## src/bfs_defs.svh

```systemverilog
`ifndef BFS_DEFS_SVH
`define BFS_DEFS_SVH

// ************************************************************
// Register byte addresses
// ************************************************************
`define BFS_ADDR_CMD     12'h000
`define BFS_ADDR_WREG    12'h004
`define BFS_ADDR_STATUS  12'h008
`define BFS_ADDR_PC      12'h00C
`define BFS_ADDR_IO_BASE 12'h010
`define BFS_ADDR_STAT    12'h020

// ************************************************************
// Command word fields
// ************************************************************
`define BFS_CMD_OP_LSB   0
`define BFS_CMD_OP_MSB   4
`define BFS_CMD_BIT_LSB  8
`define BFS_CMD_BIT_MSB  10
`define BFS_CMD_IO_LSB   12
`define BFS_CMD_IO_MSB   13
`define BFS_CMD_K_LSB    16
`define BFS_CMD_K_MSB    23

// ************************************************************
// Status register bit positions
// ************************************************************
`define BFS_FLAG_C       3'h0
`define BFS_FLAG_Z       3'h1
`define BFS_FLAG_N       3'h2
`define BFS_FLAG_V       3'h3
`define BFS_FLAG_S       3'h4
`define BFS_FLAG_H       3'h5
`define BFS_FLAG_T       3'h6
`define BFS_FLAG_I       3'h7

// ************************************************************
// Reset values
// ************************************************************
`define BFS_RST_CMD      32'h0000_0000
`define BFS_RST_WREG     8'h00
`define BFS_RST_STATUS   8'h00
`define BFS_RST_PC       16'h0000
`define BFS_RST_IO       8'h00
`define BFS_RST_CYCLES   2'h0

// ************************************************************
// Instruction lengths in clock cycles
// ************************************************************
`define BFS_CYCLES_ONE   2'h1
`define BFS_CYCLES_TWO   2'h2

`endif

```

## src/bfs_pkg.sv

```systemverilog
package bfs_pkg;

	typedef enum logic [1:0] {
		BFS_IDLE,
		BFS_EXEC,
		BFS_FINISH
	} bfs_state_t;

	typedef enum logic [4:0] {
		OP_NOP,
		OP_BRANCH_IRQ_OFF,
		OP_IO_BIT_SET,
		OP_IO_BIT_CLEAR,
		OP_LOGIC_SHIFT_LEFT,
		OP_LOGIC_SHIFT_RIGHT,
		OP_ROTATE_LEFT_CARRY,
		OP_ROTATE_RIGHT_CARRY,
		OP_ARITH_SHIFT_RIGHT,
		OP_NIBBLE_SWAP,
		OP_FLAG_SET_GENERIC,
		OP_FLAG_CLEAR_GENERIC,
		OP_BIT_TO_TRANSFER_FLAG,
		OP_TRANSFER_FLAG_TO_BIT,
		OP_CARRY_SET,
		OP_CARRY_CLEAR,
		OP_NEGATIVE_SET,
		OP_NEGATIVE_CLEAR,
		OP_ZERO_FLAG_SET,
		OP_ZERO_FLAG_CLEAR,
		OP_GLOBAL_IRQ_ON,
		OP_GLOBAL_IRQ_OFF,
		OP_SIGN_FLAG_SET,
		OP_SIGN_FLAG_CLEAR,
		OP_OVERFLOW_SET
	} bfs_op_t;

endpackage

```

## src/bfs_exec.sv

```systemverilog
// Design decisions made here: the APB register port and the register addresses.
`timescale 1ns/1ps
`include "bfs_defs.svh"

// Contract
// - Branch when interrupts off loads PC+k+1 if I is 0, flags untouched.
// - I/O bit set forces bit b of location P to 1, no flags, two cycles.
// - I/O bit clear forces bit b of location P to 0, no flags, two cycles.
// - Logical left shift inserts 0 at bit 0, updates Z C N V, one cycle.
// - Logical right shift inserts 0 at bit 7, updates Z C N V, one cycle.
// - Rotate left moves carry into bit 0, bit 7 into carry, one cycle.
// - Rotate right moves carry into bit 7, bit 0 into carry, one cycle.
// - Arithmetic right shift keeps bit 7, updates Z C N V, one cycle.
// - Nibble swap exchanges high and low halves, no flags, one cycle.
// - Generic and dedicated flag set or clear write status bit in one cycle.
// - Bit store copies register bit b into transfer flag in one cycle.
// - Bit load copies transfer flag into register bit b, no flags, one cycle.
// - Sign flag set and clear change only the sign flag, one cycle.
// - Overflow set forces only the overflow flag to 1, one cycle.
module bfs_exec
	import bfs_pkg::*;
(
	input  wire logic        clk,
	input  wire logic        rstn,
	input  wire logic        psel,
	input  wire logic        penable,
	input  wire logic        pwrite,
	input  wire logic [11:0] paddr,
	input  wire logic [31:0] pwdata,
	output logic      [31:0] prdata,
	output logic             pready,
	output logic             pslverr
);

	// ************************************************************
	// Helper functions
	// ************************************************************

	// Returns {carry out, result} for the shift and rotate group.
	function automatic logic [8:0] shift_calc(input bfs_op_t op, input logic [7:0] r, input logic c);
		logic [8:0] res;
		res = {c, r};
		case (op)
			OP_LOGIC_SHIFT_LEFT:   res = {r[7], r[6:0], 1'b0};
			OP_LOGIC_SHIFT_RIGHT:  res = {r[0], 1'b0, r[7:1]};
			OP_ROTATE_LEFT_CARRY:  res = {r[7], r[6:0], c};
			OP_ROTATE_RIGHT_CARRY: res = {r[0], c, r[7:1]};
			OP_ARITH_SHIFT_RIGHT:  res = {r[0], r[7], r[7:1]};
			default:               res = {c, r};
		endcase
		return res;
	endfunction

	// Returns {hit, value, index} for every flag set or clear form, not for bit store.
	function automatic logic [4:0] flag_target(input bfs_op_t op, input logic [2:0] s);
		logic [4:0] res;
		res = 5'h00;
		case (op)
			OP_FLAG_SET_GENERIC:   res = {2'b11, s};
			OP_FLAG_CLEAR_GENERIC: res = {2'b10, s};
			OP_CARRY_SET:          res = {2'b11, `BFS_FLAG_C};
			OP_CARRY_CLEAR:        res = {2'b10, `BFS_FLAG_C};
			OP_NEGATIVE_SET:       res = {2'b11, `BFS_FLAG_N};
			OP_NEGATIVE_CLEAR:     res = {2'b10, `BFS_FLAG_N};
			OP_ZERO_FLAG_SET:      res = {2'b11, `BFS_FLAG_Z};
			OP_ZERO_FLAG_CLEAR:    res = {2'b10, `BFS_FLAG_Z};
			OP_GLOBAL_IRQ_ON:      res = {2'b11, `BFS_FLAG_I};
			OP_GLOBAL_IRQ_OFF:     res = {2'b10, `BFS_FLAG_I};
			OP_SIGN_FLAG_SET:      res = {2'b11, `BFS_FLAG_S};
			OP_SIGN_FLAG_CLEAR:    res = {2'b10, `BFS_FLAG_S};
			OP_OVERFLOW_SET:       res = {2'b11, `BFS_FLAG_V};
			default:               res = 5'h00;
		endcase
		return res;
	endfunction

	// Forms that need a second cycle before they retire.
	function automatic logic two_cycle(input bfs_op_t op, input logic irq_on);
		logic res;
		res = 1'b0;
		if (op == OP_IO_BIT_SET || op == OP_IO_BIT_CLEAR) begin
			res = 1'b1;
		end else if (op == OP_BRANCH_IRQ_OFF && !irq_on) begin
			res = 1'b1;
		end
		return res;
	endfunction

	// Qualifies a completed bus write to one register offset.
	function automatic logic wr_hit(input logic strobe, input logic [11:0] addr, input logic [11:0] target);
		return strobe && (addr == target);
	endfunction

	// ************************************************************
	// State
	// ************************************************************
	bfs_state_t  state_q;
	logic [31:0] cmd_q;
	logic [7:0]  wreg_q;
	logic [7:0]  status_q;
	logic [15:0] pc_q;
	logic [7:0]  io_q [4];
	logic [1:0]  cycles_q;
	logic [31:0] prdata_q;
	logic        pready_q;
	logic        pslverr_q;

	bfs_op_t     op;
	logic [2:0]  bit_sel;
	logic [1:0]  io_sel;
	logic [7:0]  k_off;
	logic        busy;
	logic        ack;
	logic        wr_ack;
	logic        stall;
	logic        mapped;
	logic        io_hit;
	logic [31:0] rdata;
	logic [8:0]  sh;
	logic [4:0]  ft;
	logic [7:0]  wreg_d;
	logic [7:0]  status_d;
	logic        wr_cmd;
	logic        wr_wreg;
	logic        wr_status;
	logic        wr_pc;
	logic        acc_new;
	logic        long_op;
	logic        io_set;
	logic        io_clr;
	logic [15:0] k_ext;
	logic [15:0] pc_d;

	assign op      = bfs_op_t'(cmd_q[`BFS_CMD_OP_MSB:`BFS_CMD_OP_LSB]);
	assign bit_sel = cmd_q[`BFS_CMD_BIT_MSB:`BFS_CMD_BIT_LSB];
	assign io_sel  = cmd_q[`BFS_CMD_IO_MSB:`BFS_CMD_IO_LSB];
	assign k_off   = cmd_q[`BFS_CMD_K_MSB:`BFS_CMD_K_LSB];
	assign busy    = (state_q != BFS_IDLE);
	assign ack     = psel && penable && pready_q;
	assign wr_ack  = ack && pwrite;
	assign acc_new = psel && penable && !pready_q;
	assign io_hit  = (paddr[11:4] == 8'(`BFS_ADDR_IO_BASE >> 4));
	assign long_op = two_cycle(op, status_q[`BFS_FLAG_I]);
	assign io_set  = (state_q == BFS_FINISH) && (op == OP_IO_BIT_SET);
	assign io_clr  = (state_q == BFS_FINISH) && (op == OP_IO_BIT_CLEAR);
	assign k_ext   = {{8{k_off[7]}}, k_off};

	// Writes wait while an instruction runs, so bus and execution never touch state together.
	assign stall   = pwrite && busy;

	// ************************************************************
	// Register write decode
	// ************************************************************
	assign wr_cmd    = wr_hit(wr_ack, paddr, `BFS_ADDR_CMD);
	assign wr_wreg   = wr_hit(wr_ack, paddr, `BFS_ADDR_WREG);
	assign wr_status = wr_hit(wr_ack, paddr, `BFS_ADDR_STATUS);
	assign wr_pc     = wr_hit(wr_ack, paddr, `BFS_ADDR_PC);

	// ************************************************************
	// APB slave
	// ************************************************************
	always_comb begin
		mapped = 1'b1;
		rdata  = 32'h0000_0000;
		if (paddr == `BFS_ADDR_CMD) begin
			rdata = cmd_q;
		end else if (paddr == `BFS_ADDR_WREG) begin
			rdata = {24'h000000, wreg_q};
		end else if (paddr == `BFS_ADDR_STATUS) begin
			rdata = {24'h000000, status_q};
		end else if (paddr == `BFS_ADDR_PC) begin
			rdata = {16'h0000, pc_q};
		end else if (io_hit && paddr[1:0] == 2'h0) begin
			rdata = {24'h000000, io_q[paddr[3:2]]};
		end else if (paddr == `BFS_ADDR_STAT) begin
			rdata = {29'h00000000, cycles_q, busy};
		end else begin
			mapped = 1'b0;
		end
	end

	always_ff @(posedge clk or negedge rstn) begin
		if (!rstn) begin
			pready_q  <= 1'b0;
			pslverr_q <= 1'b0;
			prdata_q  <= 32'h0000_0000;
		end else begin
			pready_q  <= acc_new && !stall;
			pslverr_q <= acc_new && !stall && !mapped;
			prdata_q  <= (acc_new && !pwrite && mapped) ? rdata : 32'h0000_0000;
		end
	end

	assign prdata  = prdata_q;
	assign pready  = pready_q;
	assign pslverr = pslverr_q;

	// ************************************************************
	// Sequencer
	// ************************************************************
	always_ff @(posedge clk or negedge rstn) begin
		if (!rstn) begin
			state_q <= BFS_IDLE;
		end else begin
			case (state_q)
				BFS_IDLE: begin
					if (wr_cmd) begin
						state_q <= BFS_EXEC;
					end
				end
				BFS_EXEC: begin
					if (long_op) begin
						state_q <= BFS_FINISH;
					end else begin
						state_q <= BFS_IDLE;
					end
				end
				default: begin
					state_q <= BFS_IDLE;
				end
			endcase
		end
	end

	always_ff @(posedge clk or negedge rstn) begin
		if (!rstn) begin
			cmd_q <= `BFS_RST_CMD;
		end else if (wr_cmd) begin
			cmd_q <= pwdata;
		end
	end

	always_ff @(posedge clk or negedge rstn) begin
		if (!rstn) begin
			cycles_q <= `BFS_RST_CYCLES;
		end else if (state_q == BFS_EXEC) begin
			cycles_q <= `BFS_CYCLES_ONE;
		end else if (state_q == BFS_FINISH) begin
			cycles_q <= `BFS_CYCLES_TWO;
		end
	end

	// ************************************************************
	// Datapath
	// ************************************************************
	always_comb begin
		sh       = shift_calc(op, wreg_q, status_q[`BFS_FLAG_C]);
		ft       = flag_target(op, bit_sel);
		wreg_d   = wreg_q;
		status_d = status_q;
		case (op)
			OP_LOGIC_SHIFT_LEFT, OP_LOGIC_SHIFT_RIGHT, OP_ROTATE_LEFT_CARRY,
			OP_ROTATE_RIGHT_CARRY, OP_ARITH_SHIFT_RIGHT: begin
				wreg_d                = sh[7:0];
				status_d[`BFS_FLAG_C] = sh[8];
				status_d[`BFS_FLAG_Z] = (sh[7:0] == 8'h00);
				status_d[`BFS_FLAG_N] = sh[7];
				status_d[`BFS_FLAG_V] = sh[7] ^ sh[8];
			end
			OP_NIBBLE_SWAP: begin
				wreg_d = {wreg_q[3:0], wreg_q[7:4]};
			end
			OP_BIT_TO_TRANSFER_FLAG: begin
				status_d[`BFS_FLAG_T] = wreg_q[bit_sel];
			end
			OP_TRANSFER_FLAG_TO_BIT: begin
				wreg_d[bit_sel] = status_q[`BFS_FLAG_T];
			end
			default: begin
				if (ft[4]) begin
					status_d[ft[2:0]] = ft[3];
				end
			end
		endcase
	end

	// ************************************************************
	// Working and status registers
	// ************************************************************
	always_ff @(posedge clk or negedge rstn) begin
		if (!rstn) begin
			wreg_q <= `BFS_RST_WREG;
		end else if (state_q == BFS_EXEC) begin
			wreg_q <= wreg_d;
		end else if (wr_wreg) begin
			wreg_q <= pwdata[7:0];
		end
	end

	always_ff @(posedge clk or negedge rstn) begin
		if (!rstn) begin
			status_q <= `BFS_RST_STATUS;
		end else if (state_q == BFS_EXEC) begin
			status_q <= status_d;
		end else if (wr_status) begin
			status_q <= pwdata[7:0];
		end
	end

	// ************************************************************
	// Program counter
	// ************************************************************

	// Every instruction is one word, so untaken flow advances by one.
	always_comb begin
		pc_d = pc_q;
		if (state_q == BFS_FINISH && op == OP_BRANCH_IRQ_OFF) begin
			pc_d = pc_q + k_ext + 16'h0001;
		end else if (state_q == BFS_FINISH) begin
			pc_d = pc_q + 16'h0001;
		end else if (state_q == BFS_EXEC && !long_op) begin
			pc_d = pc_q + 16'h0001;
		end else if (wr_pc) begin
			pc_d = pwdata[15:0];
		end
	end

	always_ff @(posedge clk or negedge rstn) begin
		if (!rstn) begin
			pc_q <= `BFS_RST_PC;
		end else begin
			pc_q <= pc_d;
		end
	end

	// ************************************************************
	// I/O locations
	// ************************************************************

	// Read-modify-write of the I/O byte lands in the second cycle.
	generate
		for (genvar i = 0; i < 4; i++) begin : g_io
			always_ff @(posedge clk or negedge rstn) begin
				if (!rstn) begin
					io_q[i] <= `BFS_RST_IO;
				end else if (io_set && io_sel == 2'(i)) begin
					io_q[i][bit_sel] <= 1'b1;
				end else if (io_clr && io_sel == 2'(i)) begin
					io_q[i][bit_sel] <= 1'b0;
				end else if (wr_ack && io_hit && paddr[3:0] == {2'(i), 2'b00}) begin
					io_q[i] <= pwdata[7:0];
				end
			end
		end
	endgenerate

endmodule

```

## config.mk

```make
export PLATFORM = sky130hd
export DESIGN_NAME = bfs_exec
export DESIGN_NICKNAME = d
export VERILOG_FILES = /design/src/bfs_pkg.sv /design/src/bfs_exec.sv
export VERILOG_INCLUDE_DIRS = /design/src
export SDC_FILE = /design/constraint.sdc
export NUM_CORES = 1
export LEC_CHECK = 0
export ABC_CLOCK_PERIOD_IN_PS = 4000
export BUFFER_PORTS_ARGS = -buffer_cell sky130_fd_sc_hd__buf_2
export CORE_MARGIN = 4
export CORE_UTILIZATION = 46
export DETAILED_ROUTE_END_ITERATION = 8
export PLACE_DENSITY = 0.65
export SLEW_MARGIN = 20
export SYNTH_ARGS = -nofsm -noshare
export SYNTH_HDL_FRONTEND = slang
export SYNTH_SLANG_ARGS = --single-unit
```

## constraint.sdc

```tcl
create_clock -name clk -period 4 [get_ports clk]
set_clock_uncertainty 0.05 [all_clocks]
set_input_delay 1.2 -clock clk [delete_from_list [all_inputs] [get_ports clk]]
set_output_delay 1.2 -clock clk [all_outputs]
set_load 0.02 [all_outputs]
```

==> Word-level counts from Yosys, hierarchy flattened <==
Index checks and enable logic that the tools add are counted.
{ "op_classes": {"bitwise_logic": 11, "n_addsub": 3, "mux": 59, "n_eq_ne": 45, "n_reduce_logical": 64, "magnitude_cmp": 5} }
{ "op_table": {"columns": ["operator", "n"], "rows": [
  ["$mux W8", 20],
  ["$mux W16", 7],
  ["$pmux W5 S13", 1],
  ["$mux W32", 2],
  ["$eq A5 B5 Y1 const B", 9],
  ["$pmux W9 S5", 1],
  ["$eq A5 B4 Y1 const B", 8],
  ["$logic_and A1 B1 Y1", 34],
  ["$add A16 B1 Y16 const B", 2],
  ["$and A8 B8 Y8", 4],
  ["$or A8 B8 Y8", 4],
  ["$eq A12 B4 Y1 const B", 2],
  ["$pmux W8 S3", 1],
  ["$eq A5 B3 Y1 const B", 4],
  ["$add A16 B16 Y16", 1],
  ["$bmux W8 S2", 1],
  ["$bwmux W8", 2],
  ["$eq A12 B3 Y1 const B", 1],
  ["$eq A12 B6 Y1 const B", 1],
  ["$logic_not A12 Y1", 1],
  ["$mux W1", 12],
  ["$reduce_bool A3 Y1", 4],
  ["$eq A5 B2 Y1 const B", 2],
  ["$mux W2", 5],
  ["34 further kinds", 58]
]} }
{ "word_totals": {"output_inout_bits": 34, "inputBits": 49, "word_cells": 202, "ff_bits": 134} }

==> Depth between registers and ports, before layout <==
{ "logic_depth": {"word_depth": 10, "mapped_depth": 10, "ltp_nobuf": 10} }

==> Least setup slack after synthesis <==
No wires, ideal clock.
{ "synth_path": {"path_kind": "input to register", "start": "input paddr[7]", "end": "register cmd_q[10]", "t_arrival_ps": 2780, "setup_ps": 125, "path_slack_ps": 1045, "n_path_buf": 2, "path_stages": 7, "required_ps": 3825, "cell_sequence": "nor4_2 and2_1 nand3_1 nor2b_1 buf_2 buf_4 mux2_2"} }
{ "synth_between": {"elab_chain_len": 2} }
{ "synth_lines": {"columns": ["item", "line", "source"], "rows": [
  ["from (decl)", "bfs_exec.sv:28", "input wire logic [11:0] paddr,"],
  ["$logic_not A12 Y1", "bfs_exec.sv:91", "return strobe && (addr == target);"],
  ["$logic_and A1 B1 Y1", "bfs_exec.sv:91", null],
  ["to (signal assigned)", "bfs_exec.sv:227", "cmd_q <= `BFS_RST_CMD;"],
  ["to (signal assigned)", "bfs_exec.sv:229", "cmd_q <= pwdata;"],
  ["to (decl)", "bfs_exec.sv:98", "logic [31:0] cmd_q;"]
]} }
No other way between the ends.
A chain may end at the register's enable or synchronous reset.

==> Worst setup path in the final report <==
{ "layout_path": {"start": "input paddr[7]", "end": "register io_q[22] in the netlist's numbering"} }
{ "layout_between": {"elab_chain_len": 4} }
{ "layout_lines": {"columns": ["item", "line", "source"], "rows": [
  ["$eq A8 B1 Y1", "bfs_exec.sv:142", "assign io_hit = (paddr[11:4] == 8'(`BFS_ADDR_IO_BASE >> 4));"],
  ["$logic_and A1 B1 Y1 (2 in a row)", "bfs_exec.sv:340", "end else if (wr_ack && io_hit && paddr[3:0] == {2'(i), 2'b00}) begin"],
  ["$reduce_bool A3 Y1 (no source line)", null, null],
  ["to (signal, indexed assignment)", "bfs_exec.sv:335", "io_q[i] <= `BFS_RST_IO;"],
  ["to (signal, indexed assignment)", "bfs_exec.sv:341", "io_q[i] <= pwdata[7:0];"],
  ["to (decl)", "bfs_exec.sv:102", "logic [7:0] io_q [4];"]
]} }
No other way between the ends.

==> metrics.csv <==
stage,metric,value,unit
layout,n_diodes,0,
sta,endpoints failing hold,0,
placed_design,dpl cell area,0.00931,mm2
cts,CTS tree,done,
routing,DR pass1 iterations,5,
synthesis,Post-synth EDFFs,0,
min_path,hold crit path type,reg -> reg,
placed_design,routability congestion estimate from global placement,0.951,
global_routing,gr ovfl total,0,
worst_setup_path,r2r startpoint,cmd_q[2],
layout,final cell count without fillers,1301,
layout,final instance area,0.00991,mm2
global_routing,number of global-route vias before repair,7806,
synthesis,syn_area_per_cell,8.75,um2
floorplanning,Site Rows,49,
layout,layout cells sized above 1,20.0,%
global_routing,initial antenna violation count,0,
routing,DRC viols,0,
sta,Peak Freq,0.331,GHz
routing,WL/cell,21.5,um
synthesis,Most used DFF post-synth,dfrtp_1,
worst_setup_path,crit path DAT,3.32,ns
floorplanning,# IOs,83,
run_status,outcome,"complete, no violations",
min_path,hold path start,cmd_q[29],
routing,DRT Wirelength,28.0,mm
synthesis,synth warn,0,
routing,Routed Antenna Nets,0,
sta,Final Slew Violations,0,
cts,clock tree buffer depth,2,
cts,Worst-Skew Late Latency,0.43,ns
sta,worst-margin pin slew,1.01,ns
sta,Final Critical Period,3.02,ns
worst_setup_path,Crit Path Max Fanout,9,
routing,Iter 0 DRT Violations,798,
worst_setup_path,Crit Path Category,in -> reg,
floorplanning,chip width,145,um
worst_setup_path,R2R setup slack,0.99,ns
worst_setup_path,CP Data Required Time,4.29,ns
sta,RSZ-0062 raised after global routing,false,
synthesis,Async SR Flop Fraction,100,%
cts,post-cts resize count,0,
min_path,Hold EP,prdata[29],
synthesis,#FFs+latches synth,134,
layout,Fillers,1660,
sta,Max-slew headroom,32.5,%
flow_run,max_cap viols,0,
floorplanning,Core Footprint,0.0182,mm2
global_routing,first-pass GRT wire length,44.0,mm
cts,TritonCTS Buffers,17,
layout,"commonest non-fill, non-tap cell in the layout",dfrtp_1,
synthesis,"Distinct cells, synth",76,
placed_design,IO Port Bufs,82,
power_and_ir_drop,PwrDens,315,mW/mm2
sta,final-report setup violation count,0,
worst_setup_path,Critical R2R Capture,io_q[22],
layout,post-layout net count,1128,
synthesis,Post-Synthesis Net Count,1058,
synthesis,Post-Syn Area,0.00865,mm2
placed_design,hpwl dp,20.1,mm
floorplanning,initial core utilization,47.5,%
cts,clk sinks,134,
layout,"commonest non-fill, non-tap cells in the layout","134 x dfrtp_1, 111 x o21ai_0, 96 x nand2_1",
cts,Post-CTS Setup Inserts,0,
sta,post-route setup TNS,0,ns
floorplanning,die area,0.0211,mm2
cts,clock root cell,clkbuf_16,
cts,"Hold-fix buffers, CTS",0,
cts,CTS H-tree lvls,4,
routing,vias after detailed routing,8255,
global_routing,largest net degree at the start of global routing,54,
sta,period utilization,75.5,%
synthesis,"Seq/Total Area, Yosys",38.8,%
worst_setup_path,Reg2Reg Depth,7,
layout,Area Growth Syn to Fin,14.5,%
placed_design,Placed Cells,1269,
cts,clock transition at the registers of the reported paths,0.06,ns
power_and_ir_drop,leakage power,4.16,nW
min_path,Worst Hold Depth,1,
floorplanning,DIE HEIGHT,145,um
worst_setup_path,Setup crit end kind,flip-flop,
power_and_ir_drop,peak supply drop,0.293,mV
routing,Vias per Instance,6.35,
synthesis,synthesized instance count,989,
global_routing,total track usage,26.1,%
worst_setup_path,startpoint types,input pin,
routing by layer:
metal / up-vias / global-route usage (%) / share of wire [%]
met2: 433 / 38.9 / 44
met1: 3958 / 37.8 / 44
li1: 3794 / - / -
met4: 0 / 11.0 / 3.5
met3: 70 / 4.30 / 8.4
met5: - / 0 / 0
worst max-delay path by stage:
stage | start | to | slack [ns]
2_1_floorplan | paddr[7] | cmd_q[10] | 1.05
3_3_place_gp | paddr[7] | prdata[5] | 0.62
3_5_place_dp | paddr[7] | io_q[22] | 0.59
4_1_cts | paddr[7] | io_q[17] | 1.04
5_1_grt | state_q[0] | io_q[22] | 0.76
6_report | paddr[7] | io_q[22] | 0.98
through the flow:
step	total power [mW]	hold slack [ns]	utilization, %	setup slack (ns)
2_1_floorplan	1.44	0.399	-	1.05
3_3_place_gp	1.54	0.409	51.1	0.625
3_5_place_dp	1.54	0.413	51.1	0.590
4_1_cts	3.15	0.428	54.4	1.04
5_1_grt	3.21	0.438	54.4	0.763
6_report	3.12	0.422	54.4	0.979
state kept, by name, summed over array words and instances (netlist names):
register and cells:
pc_q 16, wreg_q 8, state_q 2, io_q 32, prdata 32, pready 1, status_q 8, cmd_q 32
cycles_q 2, pslverr 1
cell usage after synthesis (all sizes together) (11+ instances only):
master	instances	area share (%)
dfrtp	134	39
o21ai	115	6.7
nand2	97	4.2
nor2	88	4.0
a21oi	63	3.6
nand3	44	2.5
mux2	37	4.8
buf	30	1.9
clkbuf	30	1.3
nor3	30	2.2
and2	22	1.6
a22oi	21	1.8
inv	21	0.91
a211oi	19	1.6
ha	19	2.7
nor4	16	1.5
nor2b	15	1.1
xnor2	13	1.3
mux2i	11	1.3
o22ai	11	0.80
cell type report:
type	instances	area, um2	area share (%)
Clock inverter	15	179	1.81
Inverter	22	82.6	0.833
Timing Repair Buffer	111	634	6.40
Multi-Input combinational cell	773	4950	49.9
Tap cell	229	287	2.89
Sequential cell	134	3350	33.8
Clock buffer	17	425	4.29
critical path, stage by stage:
cell,delay [ns]
buf_2,0.10
nor4_2,0.43
and2_1,0.21
nand4_1,0.24
or3_1,0.58
nor2_4,0.28
a22oi_1,0.10
o22ai_1,0.17
cells by family (layout without fill, tap and decap cells):
group                    Yosys count  after routing  synth area share [%]
adder cells (fa/ha/maj)           20             20                  2.98
multiplexers                      56             56                  8.17
AO/OA/AOI/OAI                    313            313                  22.5
buffers and inverters             82            165                  4.18
AND/OR/NAND/NOR                  363            363                  21.3
flip-flops                       134            134                  38.8
XOR/XNOR                          21             21                  2.13
power breakdown:
part / switching [mW] / total [mW] / internal, mW
Combinational: 0.0991 / 0.146 / 0.0466
Clock: 0.714 / 1.61 / 0.897
Sequential: 0.00623 / 1.37 / 1.36
Total: 0.820 / 3.12 / 2.30
Power figures use the tool's default switching activity.
